<file path="config.mk">
export PLATFORM = sky130hd
export DESIGN_NAME = crcgen_core
export DESIGN_NICKNAME = d
export VERILOG_FILES = /design/src/include/crcgen_pkg.sv /design/src/design/crcgen_core.sv
export VERILOG_INCLUDE_DIRS = /design/src /design/src/include
export SDC_FILE = /design/constraint.sdc
export NUM_CORES = 1
export LEC_CHECK = 0
export BUFFER_PORTS_ARGS = -buffer_cell sky130_fd_sc_hd__buf_4
export CAP_MARGIN = 30
export CORE_UTILIZATION = 23
export CTS_CLUSTER_DIAMETER = 120
export DETAILED_ROUTE_END_ITERATION = 8
export HOLD_SLACK_MARGIN = 0.05
export PLACE_DENSITY = 0.42
export SKIP_LAST_GASP = 1
export SLEW_MARGIN = 10
export SYNTH_ARGS = -nofsm -noshare
export SYNTH_HDL_FRONTEND = slang
export SYNTH_SLANG_ARGS = --single-unit
export TNS_END_PERCENT = 5
</file>
<file path="constraint.sdc">
create_clock -name clock -period 2.05 [get_ports clock]
set_input_delay 0.3075 -clock clock [delete_from_list [all_inputs] [get_ports clock]]
set_output_delay 0.3075 -clock clock [all_outputs]
set_load 0.01 [all_outputs]
</file>
<file path="src/include/crcgen_cfg.svh">
`ifndef CRCGEN_CFG_SVH
`define CRCGEN_CFG_SVH

`define CRCGEN_WIDTH 16
`define CRCGEN_BYTE 8
`define CRCGEN_POLY 16'h1021
`define CRCGEN_RESET_VALUE 16'h0000
`define CRCGEN_ADDR_HIGH 1'h0
`define CRCGEN_ADDR_LOW 1'h1
`define CRCGEN_CLOCK_MHZ 250

`endif

</file>
<file path="src/include/crcgen_pkg.sv">
package crcgen_pkg;

  // power mode of the surrounding processor
  typedef enum logic [2:0] {
    PM_RUN = 3'h0,
    PM_WAIT = 3'h1,
    PM_STOP3 = 3'h2,
    PM_STOP2 = 3'h3,
    PM_STOP1 = 3'h4
  } crcgen_pmode_t;

  typedef struct packed {
    logic write;
    logic read;
    logic addr;
    logic [7:0] wdata;
  } crcgen_bus_t;

  typedef enum logic [1:0] {
    SEED_IDLE = 2'h1,
    SEED_WAIT_LOW = 2'h2
  } crcgen_seed_t;

endpackage

</file>
<file path="src/design/crcgen_core.sv">
`timescale 1ns/1ps
`default_nettype none
`include "crcgen_cfg.svh"

// Function
// - checksum held in one 16-bit shift register, remainder and result
// - feedback uses polynomial x16 + x12 + x5 + 1
// - optional transpose bit-reverses data bytes and the result
// - wait mode behaves exactly like run mode
// - stop 1 and 2 halt block; recovery returns it to reset
// - stop 3 freezes state and resumes unchanged in run
// - no external pins; only bus accesses reach the block
// - high write seeds bits 15-8; next low write seeds bits 7-0
// - after seeding each low write is a data byte, msb first
// - eight bits shifted by next bus cycle after data write
// - reads return bits 15-8 or 7-0 of the shift register, or of its 16-bit reversal under transpose
module crcgen_core #(
  parameter logic [15:0] POLY = `CRCGEN_POLY
) (
  // clock and reset
  input wire logic clock,
  input wire logic sys_rst,
  // processor power mode
  input wire crcgen_pkg::crcgen_pmode_t powerMode,
  // transpose option
  input wire logic transposeEn,
  // on-chip bus access
  input wire crcgen_pkg::crcgen_bus_t busReq,
  // read data and current result
  output logic [7:0] readData_reg,
  output logic [15:0] result_reg
);

  // access qualification
  logic frozen;
  logic lostPower;
  logic accessOk;
  logic writeHigh;
  logic writeLow;
  logic readHigh;
  logic readLow;

  // seed sequencing
  crcgen_pkg::crcgen_seed_t seed_reg;
  crcgen_pkg::crcgen_seed_t seed_next;
  logic seedLowTaken;
  logic dataTaken;

  // generator
  logic [15:0] shift_reg;
  logic [15:0] shift_next;
  logic [7:0] dataRev;
  logic [7:0] dataByte;
  logic [7:0] feedBit;
  logic [8:0][15:0] stage;
  logic [15:0] foldValue;

  // result view
  logic [15:0] viewRev;
  logic [15:0] viewValue;

  // output registers
  logic [7:0] readData_next;
  logic [15:0] result_next;

  // ------------------------------------------------------------------
  // power modes and bus decode
  // ------------------------------------------------------------------

  // stop 3 holds state; nothing is taken from the bus meanwhile
  assign frozen = (powerMode == crcgen_pkg::PM_STOP3);

  // deep stop: treat as held reset so recovery starts clean
  assign lostPower = (powerMode == crcgen_pkg::PM_STOP2) ||
                     (powerMode == crcgen_pkg::PM_STOP1);

  // wait is not decoded at all, so it behaves exactly as run
  assign accessOk = !frozen && !lostPower;

  assign writeHigh = accessOk && busReq.write && (busReq.addr == `CRCGEN_ADDR_HIGH);
  assign writeLow = accessOk && busReq.write && (busReq.addr == `CRCGEN_ADDR_LOW);
  assign readHigh = accessOk && busReq.read && (busReq.addr == `CRCGEN_ADDR_HIGH);
  assign readLow = accessOk && busReq.read && (busReq.addr == `CRCGEN_ADDR_LOW);

  // ------------------------------------------------------------------
  // seed sequencing
  // ------------------------------------------------------------------

  // a high write arms the low seed; a low write while idle is data
  always_comb begin
    seed_next = seed_reg;
    seedLowTaken = 1'b0;
    dataTaken = 1'b0;
    case (seed_reg)
      crcgen_pkg::SEED_IDLE: begin
        if (writeHigh) begin
          seed_next = crcgen_pkg::SEED_WAIT_LOW;
        end else if (writeLow) begin
          dataTaken = 1'b1;
        end
      end
      crcgen_pkg::SEED_WAIT_LOW: begin
        if (writeHigh) begin
          // a repeated high write restarts the seed
          seed_next = crcgen_pkg::SEED_WAIT_LOW;
        end else if (writeLow) begin
          seed_next = crcgen_pkg::SEED_IDLE;
          seedLowTaken = 1'b1;
        end
      end
      default: begin
        // unreachable code: fall back to the reset state
        seed_next = crcgen_pkg::SEED_IDLE;
      end
    endcase
  end

  always_ff @(posedge clock) begin
    if (sys_rst || lostPower) begin
      seed_reg <= crcgen_pkg::SEED_IDLE;
    end else begin
      seed_reg <= seed_next;
    end
  end

  // ------------------------------------------------------------------
  // per-bit work: transpose taps and the eight feedback stages
  // ------------------------------------------------------------------

  assign stage[0] = shift_reg;

  // whole byte folded in one clock, so the shift register holds it next cycle
  for (genvar gi = 0; gi < 8; gi++) begin : g_bit
    assign dataRev[gi] = busReq.wdata[7 - gi];
    assign viewRev[gi] = shift_reg[15 - gi];
    assign viewRev[15 - gi] = shift_reg[gi];
    // msb of the data byte enters first
    assign feedBit[gi] = stage[gi][15] ^ dataByte[7 - gi];
    assign stage[gi + 1] = {stage[gi][14:0], 1'b0} ^ (feedBit[gi] ? POLY : 16'h0000);
  end

  // seed bytes are loaded raw; only data bytes are transposed
  assign dataByte = transposeEn ? dataRev : busReq.wdata;
  assign foldValue = stage[8];

  // ------------------------------------------------------------------
  // shift register
  // ------------------------------------------------------------------

  always_comb begin
    shift_next = shift_reg;
    if (writeHigh) begin
      shift_next = {busReq.wdata, shift_reg[7:0]};
    end else if (seedLowTaken) begin
      shift_next = {shift_reg[15:8], busReq.wdata};
    end else if (dataTaken) begin
      shift_next = foldValue;
    end
  end

  always_ff @(posedge clock) begin
    if (sys_rst || lostPower) begin
      shift_reg <= `CRCGEN_RESET_VALUE;
    end else begin
      shift_reg <= shift_next;
    end
  end

  // ------------------------------------------------------------------
  // read side
  // ------------------------------------------------------------------

  // transposed view is the full 16-bit bit reversal of the register
  assign viewValue = transposeEn ? viewRev : shift_reg;

  // a read and a write in one cycle return the value before the write
  always_comb begin
    readData_next = readData_reg;
    result_next = viewValue;
    if (readHigh) begin
      readData_next = viewValue[15:8];
    end else if (readLow) begin
      readData_next = viewValue[7:0];
    end
  end

  // outputs straight from flops; result lags the register by one cycle
  always_ff @(posedge clock) begin
    if (sys_rst || lostPower) begin
      readData_reg <= 8'h00;
      result_reg <= `CRCGEN_RESET_VALUE;
    end else begin
      readData_reg <= readData_next;
      result_reg <= result_next;
    end
  end

endmodule
`default_nettype wire

</file>
==> run summary, run 1 <==
Peak Freq -> 0.5500 GHz
Max Cap Violations -> 0
Ys Warns -> 0
Setup Viol. Count Final -> 0
Max Used Layer -> met4
crit path DAT -> 2.00 ns
H-tree Lvls -> 2
Pwr Total -> 1.954 mW
ys flop type -> dfxtp_1
clock root cell -> clkbuf_8
CTS Buffer Depth -> 2
chip width -> 99.49 um
GRT Residual Overflow -> 0
number of gates resized after cts -> 0
Power Density -> 708.1 nW/um^2
Critical Path RT -> 2.23 ns
Layout Skew -> 0.007161 ns
core area -> 9240 um^2
largest net degree at the start of global routing -> 25
Syn-to-layout area delta -> 26.22%
Initial Util -> 23.66%
Hold Path Cell Cnt -> 3
final hold vios -> 0
Synth area leader -> dfxtp_1
hold_buf cts -> 0
routability-driven placement congestion ratio -> 0.7838
Worst VDD drop -> 0.2566 mV
met2 wire length -> 2642 um
Synth top area share -> 38.47%
CP Capture Type -> register
clock sinks -> 42
layout cell share with drive strength beyond 1 -> 28.00%
Setup crit start kind -> register
crit path max fanout -> 8
Antenna diodes -> 0
IO Pins -> 41
number of flops mapped to enable cells by yosys -> 0
vias in the first global route -> 1757
worst skew pair latency -> 0.29 ns
Leakage Power -> 1.178 nW
final core utilization -> 29.86%
clock slew at reported path FFs -> 0.08 ns
gr usage total -> 12.35%
min-delay worst type -> input port to register
Post-route DRC -> 0
R2R setup slack -> 0.23 ns
routed length on met1 -> 2722 um
final worst path period need -> 1.818 ns
period utilization -> 88.69%
Die ar. -> 9897 um^2
Die H -> 99.49 um
Nets -> 293
Max Slew Vio Count -> 0
total CTS buffers -> 5
ranking of synthesized cells by area -> dfxtp_1 38%, mux2i_1 16%, nor2_1 6.9%
Sum Neg Setup Slack -> 0 ns
Synth cell types -> 44
syn_nets -> 246
area of the mapped netlist -> 2186 um^2
Tightest Pin Transition -> 0.5859 ns
PortBufs -> 40
first-pass GRT wire length -> 9273 um
initial antenna violation count -> 0
met3 routed WL -> 287 um
Max transition margin -> 60.79%
status -> complete, no violations
DR iter-0 viols -> 85
FFs w/ async S/R, synth -> 0%
Yosys reg bits -> 42
post-synthesis sequential area ratio -> 38.47%
Post-DRT Antenna Nets -> 0
post-DP HPWL -> 4206 um
RSZ-0062 raised after global routing -> false
Post-Route WL -> 5706 um
crit path kind -> register to register
drt via density -> 4.386
CTS tree -> yes
R2R cell count -> 8
syn avg cell area -> 9.629 um^2
cell count after synthesis -> 227
Post-CTS Setup Bufs -> 0
vias after detailed routing -> 1772
Pre-antenna DRT Iters -> 4
Wirelength per Cell -> 14.12 um
row cnt -> 35
cells in the final DEF, fill, tap and decap left out, drive strengths merged, types with 2 or more instances in the layout:
| master | Yosys | final |
|---|---|---|
| mux2i | 34 | 34 |
| o22ai | 9 | 9 |
| xor2 | 9 | 9 |
| a21oi | 3 | 3 |
| xnor2 | 10 | 10 |
| o21a | 6 | 6 |
| nor2b | 4 | 4 |
| buf | 6 | 51 |
| dfxtp | 42 | 42 |
| mux2 | 5 | 5 |
| nor2 | 40 | 40 |
| a211oi | 7 | 7 |
| nor3 | 4 | 4 |
| clkbuf | 5 | 7 |
| a311oi | 4 | 4 |
| inv | 4 | 4 |
| ha | 2 | 2 |
| nand3 | 3 | 3 |
| nand2 | 14 | 14 |
cells in the mapped netlist (2+ instances only):
| master | number |
|---|---|
| a311oi_1 | 3 |
| xnor2_2 | 4 |
| xor2_1 | 7 |
| a21oi_1 | 3 |
| dfxtp_1 | 42 |
| buf_6 | 2 |
| nor2b_1 | 4 |
| clkbuf_1 | 5 |
| o21a_1 | 6 |
| mux2_2 | 5 |
| inv_1 | 3 |
| nor3_1 | 3 |
| xnor2_1 | 6 |
| nand2_1 | 14 |
| o22ai_1 | 9 |
| xor2_2 | 2 |
| ha_1 | 2 |
| buf_2 | 2 |
| nand3_1 | 3 |
| mux2i_1 | 34 |
| a211oi_2 | 2 |
| nor2_1 | 40 |
| a211oi_1 | 5 |
report_power, final:
part           internal [mW]  switching (mW)  total [mW]  leakage [nW]
registers              0.856          0.0391       0.895         0.341
clock network          0.272           0.287       0.559        0.0482
logic                  0.239           0.260       0.500         0.788
total                   1.37           0.586        1.95          1.18
kinds of logic (layout without fill, tap and decap cells):
family | after synthesis | in the layout | share of synthesized area, %
AND/OR/NAND/NOR | 72 | 72 | 14.71
multiplexers | 39 | 39 | 18.15
flip-flops | 42 | 42 | 38.47
AO/OA/AOI/OAI | 37 | 37 | 13.28
adder cells (fa/ha/maj) | 2 | 2 | 1.145
XOR/XNOR | 20 | 20 | 10.70
buffers and inverters | 15 | 63 | 3.549
worst paths after layout:
| check | start | to |
|---|---|---|
| worst min register to register | readData_reg[5] | readData_reg[5] |
| worst min-delay path | busReq[1] | shift_reg[1] |
| worst max register to register | seed_reg[0] | shift_reg[13] |
| worst max-delay path | seed_reg[0] | shift_reg[13] |
cell type report:
| class | instances | area, um^2 |
|---|---|---|
| fillers | 993 | 6481 |
| multi-input cells | 170 | 1267 |
| flip-flops and latches | 42 | 840.8 |
| repair buffers | 51 | 382.9 |
| well taps | 129 | 161.4 |
| clock buffers | 7 | 86.33 |
| inverters | 4 | 15.01 |
| clock inverters | 1 | 5.005 |
metal layers:
layer,global-route usage [%],vias up
li1,-,886
met1,15.69,834
met2,20.83,47
met3,2.670,5
met4,3.959,0
met5,0,-
per-stage QoR:
stage               std cells  cell area [um^2]  setup WS, ns  hold slack (ns)
finish                    404              2759        0.2319           0.3023
global route              404              2759       0.06730           0.2982
CTS                       404              2759        0.2256           0.2973
detailed placement        396              2668        0.1137           0.4889
global placement          396              2668        0.1092           0.4734
floorplan                 227              2186        0.2185           0.4435
worst max-delay path, stage by stage, from the launching register on:
cell	delay (ns)
dfxtp_1	0.34
inv_1	0.06
ha_1	0.21
inv_2	0.09
a2111oi_2	0.35
buf_4	0.23
and2b_1	0.19
mux2i_1	0.13
a311oi_1	0.11
Note: power is estimated with default switching activity, not from simulation.
==> run 2: changes to the inputs <==
==> constraint.sdc (replaced) <==
create_clock -name clock -period 1.77 [get_ports clock]
set_input_delay 0.2655 -clock clock [delete_from_list [all_inputs] [get_ports clock]]
set_output_delay 0.2655 -clock clock [all_outputs]
set_load 0.01 [all_outputs]
==> run 2 against run 1 <==
Via count down 0.17%. Hold slack worse by 0.060 ns. Register-to-register slack worse by 0.13 ns. Final area up 3.7%. Power up 18%. Sequential power up 16%. Routed wire length down 2.7%. Maximum frequency up 8.8%. Utilization up 1.1 points. Critical path type unchanged. Critical endpoint is now shift_reg[8]. Largest cell class unchanged.
==> run summary, run 2 (synthesis results as in run 1) <==
met2 wire length -> 2632 um (-0.38%)
largest net degree at the start of global routing -> 41 (+64%)
Post-route DRC -> 0 (unchanged)
routability-driven placement congestion ratio -> 0.7828 (-0.13%)
commonest non-fill, non-tap cell in the layout -> buf_4
critical path's largest stage delay -> 0.38 ns (+0.03 ns)
final instance area -> 2861 um^2 (+3.7%)
vias in the first global route -> 1764 (+0.40%)
most frequent cells in the layout -> 58 x buf_4, 42 x dfxtp_1, 40 x nor2_1, 34 x mux2i_1, 14 x nand2_1
R2R Path Start -> seed_reg[1]
Post-Route WL -> 5551 um (-2.7%)
final worst path period need -> 1.671 ns (-0.1468 ns)
worst skew pair latency -> 0.29 ns (about the same)
post-DP HPWL -> 4175 um (-0.74%)
hold_buf cts -> 0 (unchanged)
total CTS buffers -> 5 (unchanged)
Initial Util -> 23.66% (unchanged)
Placement Cell Area -> 2760 um^2 (+3.5%)
R2R setup slack -> 0.1 ns (-0.13 ns)
Pwr Total -> 2.299 mW (+18%)
RSZ-0062 raised after global routing -> true
clock root cell -> clkbuf_8
R2R Path End -> shift_reg[8]
CP Capture Type -> register
PortBufs -> 40 (unchanged)
Hold Path Cell Cnt -> 3 (unchanged)
drt via density -> 4.283 (-2.3%)
Power Density -> 803.4 nW/um^2 (+13%)
routed length on met1 -> 2580 um (-5.2%)
initial antenna violation count -> 0 (unchanged)
DR iter-0 viols -> 50 (-41%)
Nets -> 302 (+3.1%)
core area -> 9240 um^2 (unchanged)
Max transition margin -> 73.10% (+12 points)
IO Pins -> 41 (unchanged)
Peak Freq -> 0.5983 GHz (+8.8%)
CTS Buffer Depth -> 2 (unchanged)
Pre-antenna DRT Iters -> 4 (unchanged)
clock slew at reported path FFs -> 0.08 ns (about the same)
crit path max fanout -> 7 (-1)
Layout Skew -> 0.004267 ns (-0.002895 ns)
Max Slew Vio Count -> 0 (unchanged)
Sum Neg Setup Slack -> 0 ns (unchanged)
R2R cell count -> 7 (-1)
Wirelength per Cell -> 13.44 um (-4.8%)
status -> complete, no violations
critical-path cell list -> ha_2 > inv_2 > a2111oi_4 > buf_6 > nor2_1 > mux2i_1 > a311oi_2
fill count -> 1015 (+2.2%)
setup slack at placement -> -0.001850 ns (-0.1155 ns)
Worst VDD drop -> 0.2436 mV (-5.0%)
crit path max-delay cell type -> a2111oi_4
Post-CTS Setup Bufs -> 0 (unchanged)
met3 routed WL -> 285 um (-0.70%)
layout cell share with drive strength beyond 1 -> 30.99% (+3.0 points)
Die H -> 99.49 um (unchanged)
crit path kind -> register to register
first-pass GRT wire length -> 8983 um (-3.1%)
Antenna diodes -> 0 (unchanged)
chip width -> 99.49 um (unchanged)
Critical Path RT -> 1.94 ns (-0.29 ns)
GRT Residual Overflow -> 0 (unchanged)
row cnt -> 35 (unchanged)
Syn-to-layout area delta -> 30.91%
Hold Path Sink -> shift_reg[3]
min setup slack post-route -> 0.09868 ns (-0.1332 ns)
Tightest Pin Transition -> 0.4013 ns (-0.1846 ns)
Setup crit start kind -> register
HP Start -> busReq[3]
Max Used Layer -> met4
final hold vios -> 0 (unchanged)
Die ar. -> 9897 um^2 (unchanged)
clock sinks -> 42 (unchanged)
CTS tree -> yes
gr usage total -> 11.89% (-0.46 points)
Leakage Power -> 1.226 nW (+4.1%)
Setup Viol. Count Final -> 0 (unchanged)
Reg area -> 840.8 um^2 (unchanged)
vias after detailed routing -> 1769 (-0.17%)
Multi-input gate area -> 1286 um^2 (+1.5%)
H-tree Lvls -> 2 (unchanged)
worst hold slack -> 0.2427 ns (-0.05965 ns)
crit path DAT -> 1.85 ns (-0.15 ns)
Max Cap Violations -> 0 (unchanged)
period utilization -> 94.43% (+5.7 points)
number of gates resized after cts -> 0 (unchanged)
Post-DRT Antenna Nets -> 0 (unchanged)
min-delay worst type -> input port to register
run 2: metrics by stage:
step	util [%]	cells
5_1_grt	30.97	413
6_report	30.97	413
2_1_floorplan	-	227
3_3_place_gp	29.87	405
4_1_cts	30.86	413
3_5_place_dp	29.87	405
run 2: layout make-up:
class | instances | area share, %
timing repair buffer | 60 | 16.31
multi-input combinational | 170 | 44.95
tap | 129 | 5.641
inverter | 4 | 0.5247
sequential | 42 | 29.38
clock inverter | 1 | 0.1749
clock buffer | 7 | 3.017
run 2: how the worst max path moves through the flow:
stage,start,endpoint,cells after the start,slack (ns)
4_1_cts,seed_reg[0],shift_reg[14],8,0.05
3_3_place_gp,powerMode[1],shift_reg[2],6,0.005
6_report,seed_reg[1],shift_reg[8],7,0.1
3_5_place_dp,transposeEn,shift_reg[13],6,-0.002
2_1_floorplan,seed_reg[0],shift_reg[13],7,0.09
5_1_grt,seed_reg[1],shift_reg[8],7,-0.03
run 2: layer usage:
layer / up-vias / GRT usage [%]
li1: 907 / -
met1: 809 / 15.21
met2: 46 / 20.09
met3: 7 / 2.600
met4: 0 / 3.394
met5: - / 0
run 2: report_power, final:
group | switching, mW | leakage, nW | internal [mW] | total [mW]
logic | 0.308 | 0.836 | 0.306 | 0.613
registers | 0.0452 | 0.341 | 0.992 | 1.04
clock network | 0.334 | 0.0482 | 0.315 | 0.649
run 2: worst max-delay path: cells and delay by family (launching register included):
kind,cells,cell delay (ns)
fa+ha+maj,1,0.23
mux,1,0.16
flops,1,0.37
buf+inv,2,0.26
compound gates,2,0.49
simple gates,1,0.04
==> run 3: changes to the inputs <==
--- a/config.mk
+++ b/config.mk
@@ -7,12 +7,12 @@
 export NUM_CORES = 1
 export LEC_CHECK = 0
 export BUFFER_PORTS_ARGS = -buffer_cell sky130_fd_sc_hd__buf_4
-export CAP_MARGIN = 30
-export CORE_UTILIZATION = 23
+export CAP_MARGIN = 5
+export CORE_UTILIZATION = 31
 export CTS_CLUSTER_DIAMETER = 120
 export DETAILED_ROUTE_END_ITERATION = 8
 export HOLD_SLACK_MARGIN = 0.05
-export PLACE_DENSITY = 0.42
+export PLACE_DENSITY = 0.52
 export SKIP_LAST_GASP = 1
 export SLEW_MARGIN = 10
 export SYNTH_ARGS = -nofsm -noshare
==> run 3 against run 2 <==
Final area about the same. Critical path depth up 1. Power up 4.0%. Non-clock buffer count up 5. Sequential share of layout area up 0.057 points. Clock skew up 0.0030 ns. Maximum frequency up 1.3%. Routed wire length down 7.5%.
==> run summary, run 3 (synthesis results as in run 1) <==
status -> complete, no violations
Layout Skew -> 0.007243 ns (+0.002976 ns)
CP Capture Type -> register
most frequent cells in the layout -> 65 x buf_4, 41 x dfxtp_1, 40 x nor2_1, 34 x mux2i_1, 14 x nand2_1
DR iter-0 viols -> 69 (+38%)
Placement Cell Area -> 2721 um^2 (-1.4%)
final hold vios -> 0 (unchanged)
Initial Util -> 32.17% (+8.5 points)
row cnt -> 30 (-14%)
Tightest Pin Transition -> 0.4159 ns (+0.01454 ns)
Pwr Total -> 2.390 mW (+4.0%)
routed length on met1 -> 2535 um (-1.7%)
Setup Viol. Count Final -> 0 (unchanged)
H-tree Lvls -> 2 (unchanged)
Post-Route WL -> 5136 um (-7.5%)
Max Slew Vio Count -> 0 (unchanged)
Leakage Power -> 1.253 nW (+2.2%)
clock network fraction of design power -> 31.3% (+3.1 points)
fill count -> 692 (-32%)
hold_buf cts -> 0 (unchanged)
Setup crit start kind -> register
drt via density -> 4.603 (+7.5%)
routability-driven placement congestion ratio -> 0.7892 (+0.82%)
Pre-antenna DRT Iters -> 4 (unchanged)
Peak Freq -> 0.6063 GHz (+1.3%)
total CTS buffers -> 5 (unchanged)
crit path DAT -> 1.82 ns (-0.03 ns)
first-pass GRT wire length -> 8549 um (-4.8%)
largest net degree at the start of global routing -> 25 (-39%)
period utilization -> 93.18% (-1.2 points)
Syn-to-layout area delta -> 30.85% (about the same)
vias after detailed routing -> 1772 (+0.17%)
Max transition margin -> 72.22% (-0.88 points)
worst skew pair latency -> 0.30 ns (about the same)
Max Cap Violations -> 0 (unchanged)
min setup slack post-route -> 0.1208 ns (+0.02209 ns)
met2 wire length -> 2386 um (-9.3%)
internal power -> 1.712 mW (+6.2%)
Net Switching -> 0.6781 mW (-1.2%)
clock slew at reported path FFs -> 0.08 ns (about the same)
final worst path period need -> 1.649 ns (-0.02209 ns)
RSZ-0062 raised after global routing -> true
Power Density -> 835.7 nW/um^2 (+4.0%)
Critical Path RT -> 1.94 ns (about the same)
final instance area -> 2860 um^2 (about the same)
vias in the first global route -> 1712 (-2.9%)
core area -> 6794 um^2 (-26%)
Die ar. -> 7391 um^2 (-25%)
Antenna diodes -> 0 (unchanged)
Nets -> 307 (+1.7%)
setup slack at placement -> 0.01149 ns (+0.01334 ns)
min-delay worst type -> input port to register
Logic pwr share -> 25.4% (-1.3 points)
chip width -> 85.97 um (-14%)
Seq pwr share -> 43.3% (-1.8 points)
CTS Buffer Depth -> 2 (unchanged)
Post-route DRC -> 0 (unchanged)
Worst VDD drop -> 0.3131 mV (+29%)
post-DP HPWL -> 3833 um (-8.2%)
clock sinks -> 42 (unchanged)
sw frac -> 28.37% (-1.5 points)
Die H -> 85.97 um (-14%)
GRT Residual Overflow -> 0 (unchanged)
clock root cell -> clkbuf_8
Wirelength per Cell -> 13.34 um (-0.75%)
crit path kind -> register to register
CTS tree -> yes
PortBufs -> 40 (unchanged)
layout cell share with drive strength beyond 1 -> 32.87% (+1.9 points)
IO Pins -> 41 (unchanged)
met3 routed WL -> 158 um (-45%)
Max Used Layer -> met4
Post-DRT Antenna Nets -> 0 (unchanged)
initial antenna violation count -> 0 (unchanged)
crit path max fanout -> 6 (-1)
gr usage total -> 15.13% (+3.2 points)
commonest non-fill, non-tap cell in the layout -> buf_4
run 3: cell types whose count changed in the layout (fill, tap and decap cells not counted), sizes merged:
| cell | previous run | this run |
|---|---|---|
| clkinv | 1 | 2 |
| buf | 60 | 65 |
| bufinv | 0 | 1 |
| clkbuf | 7 | 5 |
run 3: metal layers:
metal  global-route usage (%)  vias up
li1                         -      921
met1                    19.48      807
met2                    25.40       39
met3                    3.465        5
met4                    4.091        0
met5                        0        -
run 3: stage by stage:
step / setup TNS [ns] / utilization (%) / instances / hold slack (ns)
floorplan: 0 / - / 227 / 0.4015
global placement: 0 / 40.06 / 374 / 0.4686
detailed placement: 0 / 40.06 / 374 / 0.4819
CTS: 0 / 41.90 / 384 / 0.2323
global route: -0.03086 / 42.10 / 385 / 0.2270
finish: 0 / 42.10 / 385 / 0.2418
run 3: area by class of cell:
type | count | area [um^2] | area share [%]
Clock buffer | 5 | 68.82 | 2.406
Sequential cell | 42 | 842.1 | 29.44
Tap cell | 96 | 120.1 | 4.199
Inverter | 4 | 15.01 | 0.5249
Clock inverter | 3 | 40.04 | 1.400
Timing Repair Buffer | 65 | 488.0 | 17.06
Multi-Input combinational cell | 170 | 1286 | 44.97
run 3: worst paths after layout:
| check | to | startpoint | slack (ns) | cells past startpoint |
|---|---|---|---|---|
| max | shift_reg[8] | seed_reg[0] | 0.12 | 8 |
| min | shift_reg[3] | busReq[3] | 0.24 | 3 |
| max reg2reg | shift_reg[8] | seed_reg[0] | 0.12 | 8 |
| min reg2reg | seed_reg[0] | seed_reg[0] | 0.47 | 1 |
run 3: worst max-delay path, cell delays in order, from the launching register on:
cell and delay (ns):
dfxtp_2 0.33, inv_1 0.06, ha_2 0.20, inv_2 0.06
a2111oi_4 0.35, buf_4 0.21, nor2_1 0.04, mux2i_1 0.16
a311oi_2 0.11
run 3: what timing repair did:
| action | in CTS | in global routing |
|---|---|---|
| setup endpoints to repair | 1 | 8 |
| resized for setup | 2 | 2 |
| setup buffers | 1 | 2 |
| gates cloned | 1 | 0 |
| pin swaps | 1 | 3 |
run 3: power by group through the flow:
stage / Sequential, mW / Clock (mW) / Combinational (mW)
after global placement: 1.06 / 0 / 0.600
after global routing: 1.04 / 0.807 / 0.671
after floorplan: 1.06 / 0 / 0.411
after detailed placement: 1.06 / 0 / 0.602
after CTS: 1.04 / 0.777 / 0.612
final: 1.04 / 0.749 / 0.606
